## config.mk

```make
export PLATFORM = sky130hd
export DESIGN_NAME = e1_alarm_status_irq
export DESIGN_NICKNAME = d
export VERILOG_FILES = /design/src/rtl/e1_alarm_pkg.sv /design/src/rtl/status_latch_if.sv /design/src/rtl/status_latch.sv /design/src/rtl/e1_alarm_status_irq.sv
export VERILOG_INCLUDE_DIRS = /design/src /design/src/rtl
export SDC_FILE = /design/constraint.sdc
export NUM_CORES = 1
export LEC_CHECK = 0
export BUFFER_PORTS_ARGS = -buffer_cell sky130_fd_sc_hd__buf_4
export CAP_MARGIN = 10
export CORE_ASPECT_RATIO = 1.5
export CORE_MARGIN = 2
export CORE_UTILIZATION = 45
export CTS_BUF_LIST = sky130_fd_sc_hd__clkbuf_4
export DETAILED_ROUTE_END_ITERATION = 16
export GPL_TIMING_DRIVEN = 0
export PLACE_DENSITY = 0.63
export SETUP_SLACK_MARGIN = 0.1
export SLEW_MARGIN = 20
export SYNTH_ARGS = -nofsm -noshare
export SYNTH_HDL_FRONTEND = slang
export SYNTH_SLANG_ARGS = --single-unit
export TNS_END_PERCENT = 10
```

## constraint.sdc

```tcl
create_clock -name clk -period 1.9 [get_ports clk]
set_clock_uncertainty 0.2 [all_clocks]
set_input_delay 0.095 -clock clk [delete_from_list [all_inputs] [get_ports clk]]
set_output_delay 0.095 -clock clk [all_outputs]
set_load 0.02 [all_outputs]
```

## src/rtl/e1_alarm_params.svh

```systemverilog
// Purpose: Offsets, bit positions, reset values and counts for the
//          E1 alarm, event flag and interrupt mask block.
// Assumes: Counts of line bits are taken at 2.048 Mbit/s.
// Notes:   Included by its bare name.
`ifndef E1_ALARM_PARAMS_SVH
`define E1_ALARM_PARAMS_SVH

// Register offsets on the parallel port.
`define REG_RX_ALARM_STATUS 8'h06
`define REG_EVENT_STATUS    8'h07
`define REG_RX_ALARM_MASK   8'h16
`define REG_EVENT_MASK      8'h17
`define REG_IRQ_SUMMARY     8'h18

// Reset values.
`define STATUS_RESET 8'h00
`define MASK_RESET   8'h00
`define RDATA_RESET  8'h00

// Receive alarm status bit positions.
`define B_SIG_ALL_ONES  7
`define B_DISTANT_MF    6
`define B_SIG_ALL_ZEROS 5
`define B_RX_SLIP       4
`define B_UNFRAMED_ONES 3
`define B_FAR_END       2
`define B_CARRIER_LOSS  1
`define B_SYNC_LOSS     0

// Event status bit positions.
`define B_CAS_MF_RX   7
`define B_RX_ALIGN    6
`define B_TX_MF       5
`define B_TIMER_TICK  4
`define B_TX_ALIGN    3
`define B_TX_CLK_LOSS 2
`define B_CRC_MF_RX   1
`define B_TX_SLIP     0

// Framing positions and counts, in line bits or frames.
`define TS_SIGNALING  5'd16
`define TS_ALIGN      5'd0
`define MF_FIRST      4'd0
`define BIT6_INDEX    3'd5
`define BIT3_INDEX    3'd2
`define ZERO_LIMIT    2'd3
`define RUN_LIMIT     2'd3
`define UAO_SPAN_LAST 9'd511
`define CL_ZERO_RUN   8'd255
`define CL_WIN_LAST   8'd254
`define CL_ONES_MIN   6'd32
`define CHANNEL_BITS  4'd8
`define TICK_BITS_1S  2048000
`define TICK_BITS_62MS 128000
`define MF_FRAME_LAST 4'd15

`endif

```

## src/rtl/e1_alarm_pkg.sv

```systemverilog
// Purpose: Types shared by the alarm block and its status latches.
// Assumes: Nothing beyond the constants header.
// Notes:   Holds types only.
package e1_alarm_pkg;
	typedef logic [7:0] byte_t;
	typedef logic [1:0] sat_t;
endpackage

```

## src/rtl/status_latch_if.sv

```systemverilog
// Purpose: Carries one latched status byte and its mask between modules.
// Assumes: One clock shared by both ends.
// Notes:   The block drives events and port strobes, the latch answers.
`timescale 1ns/100ps
interface status_latch_if;
	import e1_alarm_pkg::*;
	byte_t set_ev;
	logic  wr_stat;
	logic  wr_mask;
	byte_t wdata;
	byte_t rd_val;
	byte_t mask;
	logic  pending;
	modport ctrl (
		output set_ev,
		output wr_stat,
		output wr_mask,
		output wdata,
		input  rd_val,
		input  mask,
		input  pending
	);
	modport latch (
		input  set_ev,
		input  wr_stat,
		input  wr_mask,
		input  wdata,
		output rd_val,
		output mask,
		output pending
	);
endinterface

```

## src/rtl/status_latch.sv

```systemverilog
// Purpose: One latched status byte with read-hold value and mask.
// Assumes: Events are levels or pulses synchronous to clk.
// Notes:   A set in the clearing cycle wins over the clear.
`timescale 1ns/100ps
`include "e1_alarm_params.svh"
module status_latch (
	input wire logic          clk,
	input wire logic          rst,
	status_latch_if.latch     lif
);
	import e1_alarm_pkg::*;

	byte_t status;
	byte_t held;
	byte_t mask_q;
	byte_t clr;

	// Bits chosen by a status write are sampled and cleared.
	assign clr = lif.wr_stat ? lif.wdata : 8'h00;

	// Flags stay set until chosen by a write; new events win.
	always_ff @(posedge clk) begin
		if (rst) begin
			status <= `STATUS_RESET;
		end else begin
			status <= (status & ~clr) | lif.set_ev;
		end
	end

	// Chosen bits take the live value, the others hold.
	always_ff @(posedge clk) begin
		if (rst) begin
			held <= `STATUS_RESET;
		end else begin
			held <= (status & clr) | (held & ~clr);
		end
	end

	// Mask register.
	always_ff @(posedge clk) begin
		if (rst) begin
			mask_q <= `MASK_RESET;
		end else if (lif.wr_mask) begin
			mask_q <= lif.wdata;
		end
	end

	// A bit reaches the interrupt only where its mask bit is one.
	assign lif.pending = |(status & mask_q);
	assign lif.rd_val  = held;
	assign lif.mask    = mask_q;
endmodule

```

## src/rtl/e1_alarm_status_irq.sv

```systemverilog
// Purpose: Receive alarm detection, event flags and interrupt masking
//          for one E1 framer.
// Assumes: Line and framing inputs are synchronous to clk and qualified
//          by rx_bit_en, one pulse per received line bit.
// Notes:   Other framers feed their pending bits into the summary.
// Functional notes
// - Signaling all ones: under three zeros.
// - All ones clears at three zeros.
// - Signaling all zeros over one multiframe.
// - All zeros clears on any one.
// - Distant alarm: bit six twice one.
// - Distant alarm clears: bit six twice zero.
// - Unframed ones: under three zeros per 512.
// - Unframed ones clears above two zeros.
// - Remote alarm on three equal bits.
// - Carrier loss after 255 zeros.
// - Carrier loss clears: 32 ones in 255.
// - Sync loss while not synchronized.
// - Elastic store slips set their flags.
// - Receive multiframe flag every multiframe.
// - Align frame flags each align frame.
// - Transmit multiframe flag each boundary.
// - Timer tick each second or 62.5 ms.
// - Transmit clock loss after one channel.
// - CRC multiframe flag, free when disabled.
// - First mask gates first status.
// - Second mask gates second status.
// - Status flags latch until written.
// - Written ones sample and clear bits.
// - Shared interrupt with framer summary register.
`timescale 1ns/100ps
`include "e1_alarm_params.svh"
module e1_alarm_status_irq #(
	parameter int         TICK_SLOW_BITS = `TICK_BITS_1S,
	parameter int         TICK_FAST_BITS = `TICK_BITS_62MS,
	parameter logic [1:0] FRAMER_INDEX   = 2'd0
) (
	input  wire logic          clk,
	input  wire logic          rst,
	input  wire logic [7:0]    bus_addr,
	input  wire logic          bus_wr,
	input  wire logic          bus_rd,
	input  e1_alarm_pkg::byte_t bus_wdata,
	output e1_alarm_pkg::byte_t bus_rdata,
	input  wire logic          rx_bit_en,
	input  wire logic          rx_pos_rail,
	input  wire logic          rx_neg_rail,
	input  wire logic          rx_frame_start,
	input  wire logic [3:0]    rx_frame_num,
	input  wire logic [4:0]    rx_ts,
	input  wire logic [2:0]    rx_bit_index,
	input  wire logic          rx_in_sync,
	input  wire logic          rx_crc_mf_start,
	input  wire logic          crc4_enable,
	input  wire logic          rx_estore_slip,
	input  wire logic          tx_estore_slip,
	input  wire logic          tx_align_start,
	input  wire logic          tx_mf_start,
	input  wire logic          line_tx_clock,
	input  wire logic          timer_rate_select,
	input  wire logic          clk_loss_pin_enable,
	input  e1_alarm_pkg::byte_t peer_irq_summary,
	output logic [1:0]         framer_pending,
	output logic               tx_clock_loss_pin,
	output logic               int_n
);
	import e1_alarm_pkg::*;

	// Saturating two-bit count, shared by the short counters.
	function automatic sat_t sat3(input sat_t v);
		return (v == 2'd3) ? v : v + 2'd1;
	endfunction

	status_latch_if alarm_if ();
	status_latch_if event_if ();

	byte_t rx_alarm;
	byte_t events;
	byte_t own_bits;
	byte_t own_slot;
	byte_t framer_irq_summary;
	byte_t next_rdata;

	logic  line_one;
	logic  ts16_bit;
	logic  mf_start;
	logic  dma_tick;
	logic  nas_tick;
	logic  align_rx;

	sat_t  sao_zeros;
	logic  sig_all_ones_flag;
	logic  saz_seen_one;
	logic  sig_all_zeros_flag;
	logic  dma_prev;
	logic  distant_mf_alarm;

	logic [8:0] uao_span;
	sat_t  uao_zeros;
	sat_t  next_uao_zeros;
	logic  unframed_all_ones;

	sat_t  fea_ones;
	sat_t  fea_zeros;
	logic  far_end_alarm;

	logic [7:0] cl_run;
	logic [7:0] cl_win;
	logic [5:0] cl_ones;
	logic  carrier_loss_flag;

	logic [20:0] tick_cnt;
	logic [20:0] tick_last;
	logic  timer_tick_flag;

	logic  line_tx_clock_prev;
	logic [3:0] chan_cnt;
	logic  tx_clock_loss_flag;

	logic [3:0] free_frames;
	logic  crc_mf_rx_flag;

	logic  sel_alarm;
	logic  sel_event;
	logic  sel_amask;
	logic  sel_emask;
	logic  sel_summary;

	// Receive framing context decoded once per line bit.
	assign line_one = rx_pos_rail | rx_neg_rail;
	assign ts16_bit = rx_bit_en & (rx_ts == `TS_SIGNALING);
	assign mf_start = rx_frame_start & (rx_frame_num == `MF_FIRST);
	assign align_rx = rx_frame_start & ~rx_frame_num[0];
	assign dma_tick = ts16_bit & (rx_frame_num == `MF_FIRST)
		& (rx_bit_index == `BIT6_INDEX);
	assign nas_tick = rx_bit_en & (rx_ts == `TS_ALIGN)
		& rx_frame_num[0] & (rx_bit_index == `BIT3_INDEX);

	// Signaling all ones: count zeros in timeslot 16 per multiframe.
	always_ff @(posedge clk) begin
		if (rst) begin
			sao_zeros <= 2'd0;
			sig_all_ones_flag <= 1'b0;
		end else if (mf_start) begin
			sig_all_ones_flag <= sao_zeros < `ZERO_LIMIT;
			sao_zeros <= 2'd0;
		end else if (ts16_bit & ~line_one) begin
			sao_zeros <= sat3(sao_zeros);
		end
	end

	// Signaling all zeros: any one in timeslot 16 ends the condition.
	always_ff @(posedge clk) begin
		if (rst) begin
			saz_seen_one <= 1'b0;
			sig_all_zeros_flag <= 1'b0;
		end else if (mf_start) begin
			sig_all_zeros_flag <= ~saz_seen_one;
			saz_seen_one <= 1'b0;
		end else if (ts16_bit & line_one) begin
			saz_seen_one <= 1'b1;
		end
	end

	// Distant multiframe alarm: two equal bit six samples change state.
	always_ff @(posedge clk) begin
		if (rst) begin
			dma_prev <= 1'b0;
			distant_mf_alarm <= 1'b0;
		end else if (dma_tick) begin
			dma_prev <= line_one;
			if (line_one & dma_prev) begin
				distant_mf_alarm <= 1'b1;
			end else if (~line_one & ~dma_prev) begin
				distant_mf_alarm <= 1'b0;
			end
		end
	end

	// Unframed all ones judged on each 512-bit span.
	assign next_uao_zeros = line_one ? uao_zeros : sat3(uao_zeros);

	always_ff @(posedge clk) begin
		if (rst) begin
			uao_span <= 9'd0;
			uao_zeros <= 2'd0;
			unframed_all_ones <= 1'b0;
		end else if (rx_bit_en) begin
			if (uao_span == `UAO_SPAN_LAST) begin
				// Under three zeros sets, three or more clears.
				unframed_all_ones <= next_uao_zeros < `ZERO_LIMIT;
				uao_span <= 9'd0;
				uao_zeros <= 2'd0;
			end else begin
				uao_span <= uao_span + 9'd1;
				uao_zeros <= next_uao_zeros;
			end
		end
	end

	// Remote alarm: runs of three equal bit three samples.
	always_ff @(posedge clk) begin
		if (rst) begin
			fea_ones <= 2'd0;
			fea_zeros <= 2'd0;
			far_end_alarm <= 1'b0;
		end else if (nas_tick) begin
			if (line_one) begin
				fea_ones <= sat3(fea_ones);
				fea_zeros <= 2'd0;
				if (sat3(fea_ones) == `RUN_LIMIT) begin
					far_end_alarm <= 1'b1;
				end
			end else begin
				fea_zeros <= sat3(fea_zeros);
				fea_ones <= 2'd0;
				if (sat3(fea_zeros) == `RUN_LIMIT) begin
					far_end_alarm <= 1'b0;
				end
			end
		end
	end

	// Carrier loss: zero run sets, 32 ones in a 255-bit window clear.
	always_ff @(posedge clk) begin
		if (rst) begin
			cl_run <= 8'd0;
			cl_win <= 8'd0;
			cl_ones <= 6'd0;
			carrier_loss_flag <= 1'b0;
		end else if (rx_bit_en) begin
			cl_run <= line_one ? 8'd0
				: (cl_run == `CL_ZERO_RUN) ? cl_run : cl_run + 8'd1;
			if (~carrier_loss_flag) begin
				cl_win <= 8'd0;
				cl_ones <= 6'd0;
				if (~line_one & (cl_run == `CL_ZERO_RUN - 8'd1)) begin
					carrier_loss_flag <= 1'b1;
				end
			end else if (cl_win == `CL_WIN_LAST) begin
				cl_win <= 8'd0;
				cl_ones <= 6'd0;
				if ((cl_ones + {5'd0, line_one}) >= `CL_ONES_MIN) begin
					carrier_loss_flag <= 1'b0;
				end
			end else begin
				cl_win <= cl_win + 8'd1;
				if (line_one & (cl_ones != `CL_ONES_MIN)) begin
					cl_ones <= cl_ones + 6'd1;
				end
			end
		end
	end

	// Timer tick counted in received line bits.
	assign tick_last = timer_rate_select ? 21'(TICK_FAST_BITS - 1)
		: 21'(TICK_SLOW_BITS - 1);

	always_ff @(posedge clk) begin
		if (rst) begin
			tick_cnt <= 21'd0;
			timer_tick_flag <= 1'b0;
		end else begin
			timer_tick_flag <= 1'b0;
			if (rx_bit_en) begin
				if (tick_cnt >= tick_last) begin
					tick_cnt <= 21'd0;
					timer_tick_flag <= 1'b1;
				end else begin
					tick_cnt <= tick_cnt + 21'd1;
				end
			end
		end
	end

	// Transmit clock watch: eight receive bits without a toggle.
	always_ff @(posedge clk) begin
		if (rst) begin
			line_tx_clock_prev <= 1'b0;
			chan_cnt <= 4'd0;
			tx_clock_loss_flag <= 1'b0;
			tx_clock_loss_pin <= 1'b0;
		end else begin
			line_tx_clock_prev <= line_tx_clock;
			if (line_tx_clock_prev ^ line_tx_clock) begin
				chan_cnt <= 4'd0;
				tx_clock_loss_flag <= 1'b0;
			end else if (rx_bit_en & (chan_cnt != `CHANNEL_BITS)) begin
				chan_cnt <= chan_cnt + 4'd1;
				tx_clock_loss_flag <= (chan_cnt + 4'd1) == `CHANNEL_BITS;
			end
			tx_clock_loss_pin <= tx_clock_loss_flag & clk_loss_pin_enable;
		end
	end

	// Free multiframe count used while CRC4 framing is off.
	always_ff @(posedge clk) begin
		if (rst) begin
			free_frames <= 4'd0;
		end else if (rx_frame_start) begin
			free_frames <= free_frames + 4'd1;
		end
	end

	assign crc_mf_rx_flag = crc4_enable ? rx_crc_mf_start
		: rx_frame_start & (free_frames == `MF_FRAME_LAST);

	// Receive alarm events; levels re-set while the condition lasts.
	always_comb begin
		rx_alarm = 8'h00;
		rx_alarm[`B_SIG_ALL_ONES]  = sig_all_ones_flag;
		rx_alarm[`B_DISTANT_MF]    = distant_mf_alarm;
		rx_alarm[`B_SIG_ALL_ZEROS] = sig_all_zeros_flag;
		rx_alarm[`B_RX_SLIP]       = rx_estore_slip;
		rx_alarm[`B_UNFRAMED_ONES] = unframed_all_ones;
		rx_alarm[`B_FAR_END]       = far_end_alarm;
		rx_alarm[`B_CARRIER_LOSS]  = carrier_loss_flag;
		rx_alarm[`B_SYNC_LOSS]     = ~rx_in_sync;
	end

	// Timing events for the second status byte.
	always_comb begin
		events = 8'h00;
		events[`B_CAS_MF_RX]   = mf_start;
		events[`B_RX_ALIGN]    = align_rx;
		events[`B_TX_MF]       = tx_mf_start;
		events[`B_TIMER_TICK]  = timer_tick_flag;
		events[`B_TX_ALIGN]    = tx_align_start;
		events[`B_TX_CLK_LOSS] = tx_clock_loss_flag;
		events[`B_CRC_MF_RX]   = crc_mf_rx_flag;
		events[`B_TX_SLIP]     = tx_estore_slip;
	end

	// Port address decode.
	assign sel_alarm   = bus_addr == `REG_RX_ALARM_STATUS;
	assign sel_event   = bus_addr == `REG_EVENT_STATUS;
	assign sel_amask   = bus_addr == `REG_RX_ALARM_MASK;
	assign sel_emask   = bus_addr == `REG_EVENT_MASK;
	assign sel_summary = bus_addr == `REG_IRQ_SUMMARY;

	// Latch controls for both status bytes.
	assign alarm_if.set_ev  = rx_alarm;
	assign alarm_if.wr_stat = bus_wr & sel_alarm;
	assign alarm_if.wr_mask = bus_wr & sel_amask;
	assign alarm_if.wdata   = bus_wdata;
	assign event_if.set_ev  = events;
	assign event_if.wr_stat = bus_wr & sel_event;
	assign event_if.wr_mask = bus_wr & sel_emask;
	assign event_if.wdata   = bus_wdata;

	status_latch alarm_latch (
		.clk (clk),
		.rst (rst),
		.lif (alarm_if)
	);

	status_latch event_latch (
		.clk (clk),
		.rst (rst),
		.lif (event_if)
	);

	// Summary: own two bits at this framer's slot, peers elsewhere.
	assign framer_pending = {event_if.pending, alarm_if.pending};
	assign own_slot = 8'h03 << {FRAMER_INDEX, 1'b0};
	assign own_bits = {6'd0, framer_pending} << {FRAMER_INDEX, 1'b0};
	assign framer_irq_summary = (peer_irq_summary & ~own_slot)
		| own_bits;

	// Read data select; unmapped offsets read zero.
	assign next_rdata = sel_alarm ? alarm_if.rd_val
		: sel_event   ? event_if.rd_val
		: sel_amask   ? alarm_if.mask
		: sel_emask   ? event_if.mask
		: sel_summary ? framer_irq_summary
		: 8'h00;

	// Read data and shared interrupt come from flip-flops.
	always_ff @(posedge clk) begin
		if (rst) begin
			bus_rdata <= `RDATA_RESET;
			int_n <= 1'b1;
		end else begin
			if (bus_rd) begin
				bus_rdata <= next_rdata;
			end
			int_n <= ~|framer_irq_summary;
		end
	end
endmodule

```

* Word-level counts from Yosys, hierarchy flattened
Cells that the tools add are included.
** Storage, ports and cells
- Bits in registers :: 137
- Word-level logic and storage cells :: 169
- Input bits :: 54
- Output and inout bits :: 12
** Operators by class
- Eq/ne operators :: 25
- Add/subtract/negate cells :: 12
- Order comparisons :: 4
- Reduce and logical (&&, ||, !) cells :: 17
- Bitwise gates (word level) :: 45
- Mux-type cells :: 35
** Operators with widths (number)
- two-way mux 8 bit :: 11
- bitwise AND 8 bit :: 8
- two-way mux 21 bit :: 2
- OR 8 bit :: 4
- == test 8 x 5 -> 1 bit (second input constant) :: 3
- == test 8 bit (second input constant) :: 3
- OR reduction 8 bit :: 3
- adder 21 x 1 -> 21 bit (second input constant) :: 1
- bitwise AND 1 bit :: 21
- greater-or-equal comparator 21 bit :: 1
- two-way mux 6 bit :: 3
- adder 8 x 1 -> 8 bit (second input constant) :: 2
- == test 8 x 3 -> 1 bit (second input constant) :: 2
- NOT 8 bit :: 2
- two-way mux 2 bit :: 7
- == test 2 bit (second input constant) :: 6
- two-way mux 1 bit :: 11
- AND reduction 2 bit :: 5
- adder 9 x 1 -> 9 bit (second input constant) :: 1
- == test 9 bit (second input constant) :: 1
- two-way mux 9 bit :: 1
- adder 2 x 1 -> 2 bit (second input constant) :: 4
- adder 4 x 1 -> 4 bit (second input constant) :: 2
- == test 4 bit (second input constant) :: 2
- other kinds (22) :: 32

* Logic depth before layout (Yosys ltp)
- Word-level depth :: 8
- Gate-level depth with buffers :: 8
- Gate-level depth less buffers :: 7

* Hierarchy
A second synthesis with hierarchy kept.
** Unflattened totals
- Cells, all modules :: 720
- Area, all modules :: 6538.8 um^2
** By module, submodules not included
- e1_alarm_status_irq :: cells each 540, seq. area each 1781.7 um^2, area an instance 4549.4 um^2, instances 1
- status_latch :: cells each 90, seq. area each 480.5 um^2, area an instance 994.7 um^2, instances 2

* Worst setup path after synthesis
Ideal clock, no wire load.
- Kind :: register to register
- Start point :: reg tick_cnt[15]
- End point :: reg timer_tick_flag
- Path buffers :: 1
- Slack :: -115 ps
- Period minus slack after synthesis :: 2015 ps
- Cell stages (with the launch flop) :: 8
- Arrival time :: 1700 ps
- Required time :: 1585 ps
- Cell sequence :: dfxtp_1 ha_1 a21oi_1 nor3_1 a2111oi_0 a31oi_1 buf_2 and2_1
** Between the ends
- Word-level cells in the longest chain between the ends :: 2
** RTL lines
- start, declared :: line e1_alarm_status_irq.sv:112 : logic [20:0] tick_cnt;
- start signal, assigned :: line e1_alarm_status_irq.sv:270 : tick_cnt <= tick_cnt + 21'd1;
- greater-or-equal comparator 21 bit :: line e1_alarm_status_irq.sv:266 : if (tick_cnt >= tick_last) begin
- two-way mux 1 bit :: line e1_alarm_status_irq.sv:266
- end signal, assigned :: line e1_alarm_status_irq.sv:262 : timer_tick_flag <= 1'b0;
- end signal, assigned :: line e1_alarm_status_irq.sv:264 : timer_tick_flag <= 1'b0;
- end signal, assigned :: line e1_alarm_status_irq.sv:268 : timer_tick_flag <= 1'b1;
- end, declared :: line e1_alarm_status_irq.sv:114 : logic timer_tick_flag;
No other way between the ends.
A chain may end at the register's enable or synchronous reset.

* Worst setup path after layout
- Start point :: reg tick_cnt[20]
- End point :: reg timer_tick_flag
The elaborated chain is that of the path after synthesis.

==> impl_results.md <==
- Status: complete, but fails checks
- Failing checks: negative hold slack, negative setup slack
- Slew Viols, Final: 0
- GRT Overall Usage: 25.1%
- Async S/R FF share, synth: 0%
- Comb pwr share: 9.4%
- Clock Latency Late Sink: 0.55 ns
- Crit path kind: flop to flop
- Post-route minimum period: 2.05 ns
- Crit path launch type: flop
- CP max FO: 5
- Int Pwr: 3680 uW
- Req. time, crit path: 2.18 ns
- Fillers: 1208
- Final GP Congestion: 0.922
- Largest area contributor in the netlist: dfxtp_1
- Post-synth EDFFs: 0
- Final setup violation count: 23
- Remaining DRCs: 0
- Max Cap Viol: 0
- CTS clock-pin slew for the worst setup and hold paths: 0.14 ns
- Most numerous cell in the Yosys netlist: dfxtp_1
- Synth Register Bits: 137
- Final WL: 18900 um
- Top Ports: 66
- Total gr overflow: 0
- Hold Crit Class: input port to flop
- Synth cell types: 56
- Avg WL per Cell: 17.9 um
- Fin area: 8240 um2
- Clock sink count: 137
- Num rows: 53
- H-tree depth: 4
- Die X: 101 um
- Placed instance area: 7020 um2
- Num CTS Buffers: 17
- Top_reg_cell synth: dfxtp_1
- Top cells by count, synth: 137 x dfxtp_1, 88 x nor2_1, 83 x nand2_1
- Global-route wire length before repair: 29000 um
- Cells after Synth: 739
- Die span in y: 149 um
- P_leak: 0.00308 uW
- Number of global-route vias before repair: 5979
- Synth Cell Area: 6320 um2
- Fin worst setup slack: -0.153 ns
- Worst VDD drop: 383 uV
- Mapped Nets: 816
- Sequential cell area: 2780 um2
- Port bufs: 61
- Sw Pwr: 1530 uW
- First-pass DRT Iterations: 5
- Via count: 5972
- Slew @ Worst Pin: 0.923 ns
- CTS tree: yes
- DIE AREA: 15000 um2
- Area growth from synthesis to layout: 30.4%
- Root buf cell: clkbuf_4
- Switching Fraction: 29.4%
- Final Hold Viols: 5
- Share of the synthesized area in the top cell type: 43.4%
- Hold_ws: -0.0493 ns
- Ys Warns: 0
- Largest net degree at the start of global routing: 17
- Area of the multi-input gates: 3740 um2
- Share of cells above drive strength 1: 22.1%
- Slew HR: 37.9%
- ANT nets after route: 0
- Drt via density: 5.67
- Iter 0 DRT Violations: 282
- Clock share of power: 34.3%
- Sequential power share: 56.3%
- DP Wirelength: 13400 um
- Seq/Total Area, Yosys: 43.4%
- Fmax: 487 MHz
- CP Capture Type: flop
- CP Data Arrival Time: 2.34 ns
- Initial antenna violation count: 1
- Area contributors post-synth: dfxtp_1 43%, a21oi_1 5.5%, nor2_1 5.2%, xor2_1 5.0%, nand2_1 4.9%
- Core Footprint: 13900 um2
- Starting density of the core: 45.6%
- Unrepaired setup endpoints after global routing: true
- Final period util: 108%
- Nets@finish: 952
- Max Buffers Root-to-Sink: 2
- Pre-CTS setup slack: -0.349 ns
- Pwr/cell area: 634 nW/um2
- Syn_area_per_cell: 8.55 um2
- Utilization after layout: 59.4%
[critical path, cell delays in order (launching register included)]
cell       delay [ns]
dfxtp_2          0.36
ha_4             0.30
nand2_4          0.08
nor3_4           0.23
a2111oi_4        0.07
buf_4            0.16
a31oi_4          0.28
buf_6            0.18
and2_4           0.14
[what timing repair did]
| item | CTS | global route |
|---|---|---|
| resized for setup | 32 | 73 |
| setup buffers | 6 | 4 |
| hold buffers | 43 | 1 |
| gates cloned | 1 | 1 |
| hold endpoints to repair | 89 | 11 |
| pin swaps | 9 | 25 |
| setup endpoints to repair | 52 | 74 |
[cell type report]
class                           count  share of cell area [%]
Sequential cell                   137                    33.7
Antenna cell                        1                  0.0304
Tap cell                          165                    2.51
Inverter                           17                   0.775
Timing Repair Buffer              117                    12.2
Multi-Input combinational cell    553                    45.4
Clock inverter                     15                    1.58
Clock buffer                       17                    1.55
Buffer                             32                    2.22
[logic make-up after synthesis]
| family | share of synthesized area (%) |
|---|---|
| simple gates | 26.3 |
| compound gates | 13.1 |
| flops | 43.4 |
| buf+inv | 3.57 |
| xor+xnor | 6.52 |
| fa+ha+maj | 4.56 |
| mux | 2.54 |
[placed cells by master, fill, tap and decap left out, drive strengths merged, types with 7 or more instances in the layout]
cell type,netlist,layout
and3,8,8
dlygate4sd3,0,39
a2bb2oi,7,7
o21ai,23,23
a21oi,69,69
nor2,90,90
or3,8,8
dfxtp,137,137
clkbuf,22,37
buf,10,85
a22oi,9,9
mux2i,16,16
nand3,41,41
xnor2,11,11
nor3,35,35
o22ai,7,7
nand4,27,27
xor2,36,36
nor4,8,8
ha,23,23
inv,16,25
nand2,83,83
[routing by layer]
layer	wire [um]	global-route usage (%)	share of wire, %	up-vias
met5	0	0	0	-
li1	-	-	-	2908
met1	6720	24.1	36	2818
met4	1140	16.1	6.0	0
met2	10300	47.1	55	189
met3	672	5.15	3.6	57
[final timing paths]
| check | startpoint | to | slack (ns) | cells past startpoint |
|---|---|---|---|---|
| max | tick_cnt[20] | timer_tick_flag | -0.15 | 8 |
| min | rx_frame_num[2] | dma_prev | -0.05 | 6 |
| max reg2reg | tick_cnt[20] | timer_tick_flag | -0.15 | 8 |
| min reg2reg | timer_tick_flag | event_latch.status[4] | 0.24 | 2 |
[stage by stage]
step	TNS (ns)	cells	hold slack, ns	power (uW)
6_report	-2.78	1054	-0.0493	5220
4_1_cts	-3.85	1047	-0.109	5240
2_1_floorplan	0	739	-0.0132	3190
5_1_grt	-4.44	1054	-0.0431	5430
3_5_place_dp	-18.94	965	0.0848	3390
3_3_place_gp	-14.92	965	0.0771	3380
[power groups by stage]
stage | combinational [uW] | sequential (uW) | clock (uW)
floorplan | 196 | 3000 | 0
global placement | 383 | 3000 | 0
detailed placement | 390 | 3000 | 0
CTS | 462 | 2940 | 1840
global route | 529 | 2940 | 1960
finish | 492 | 2940 | 1790
(Power assumes the default switching activity.)
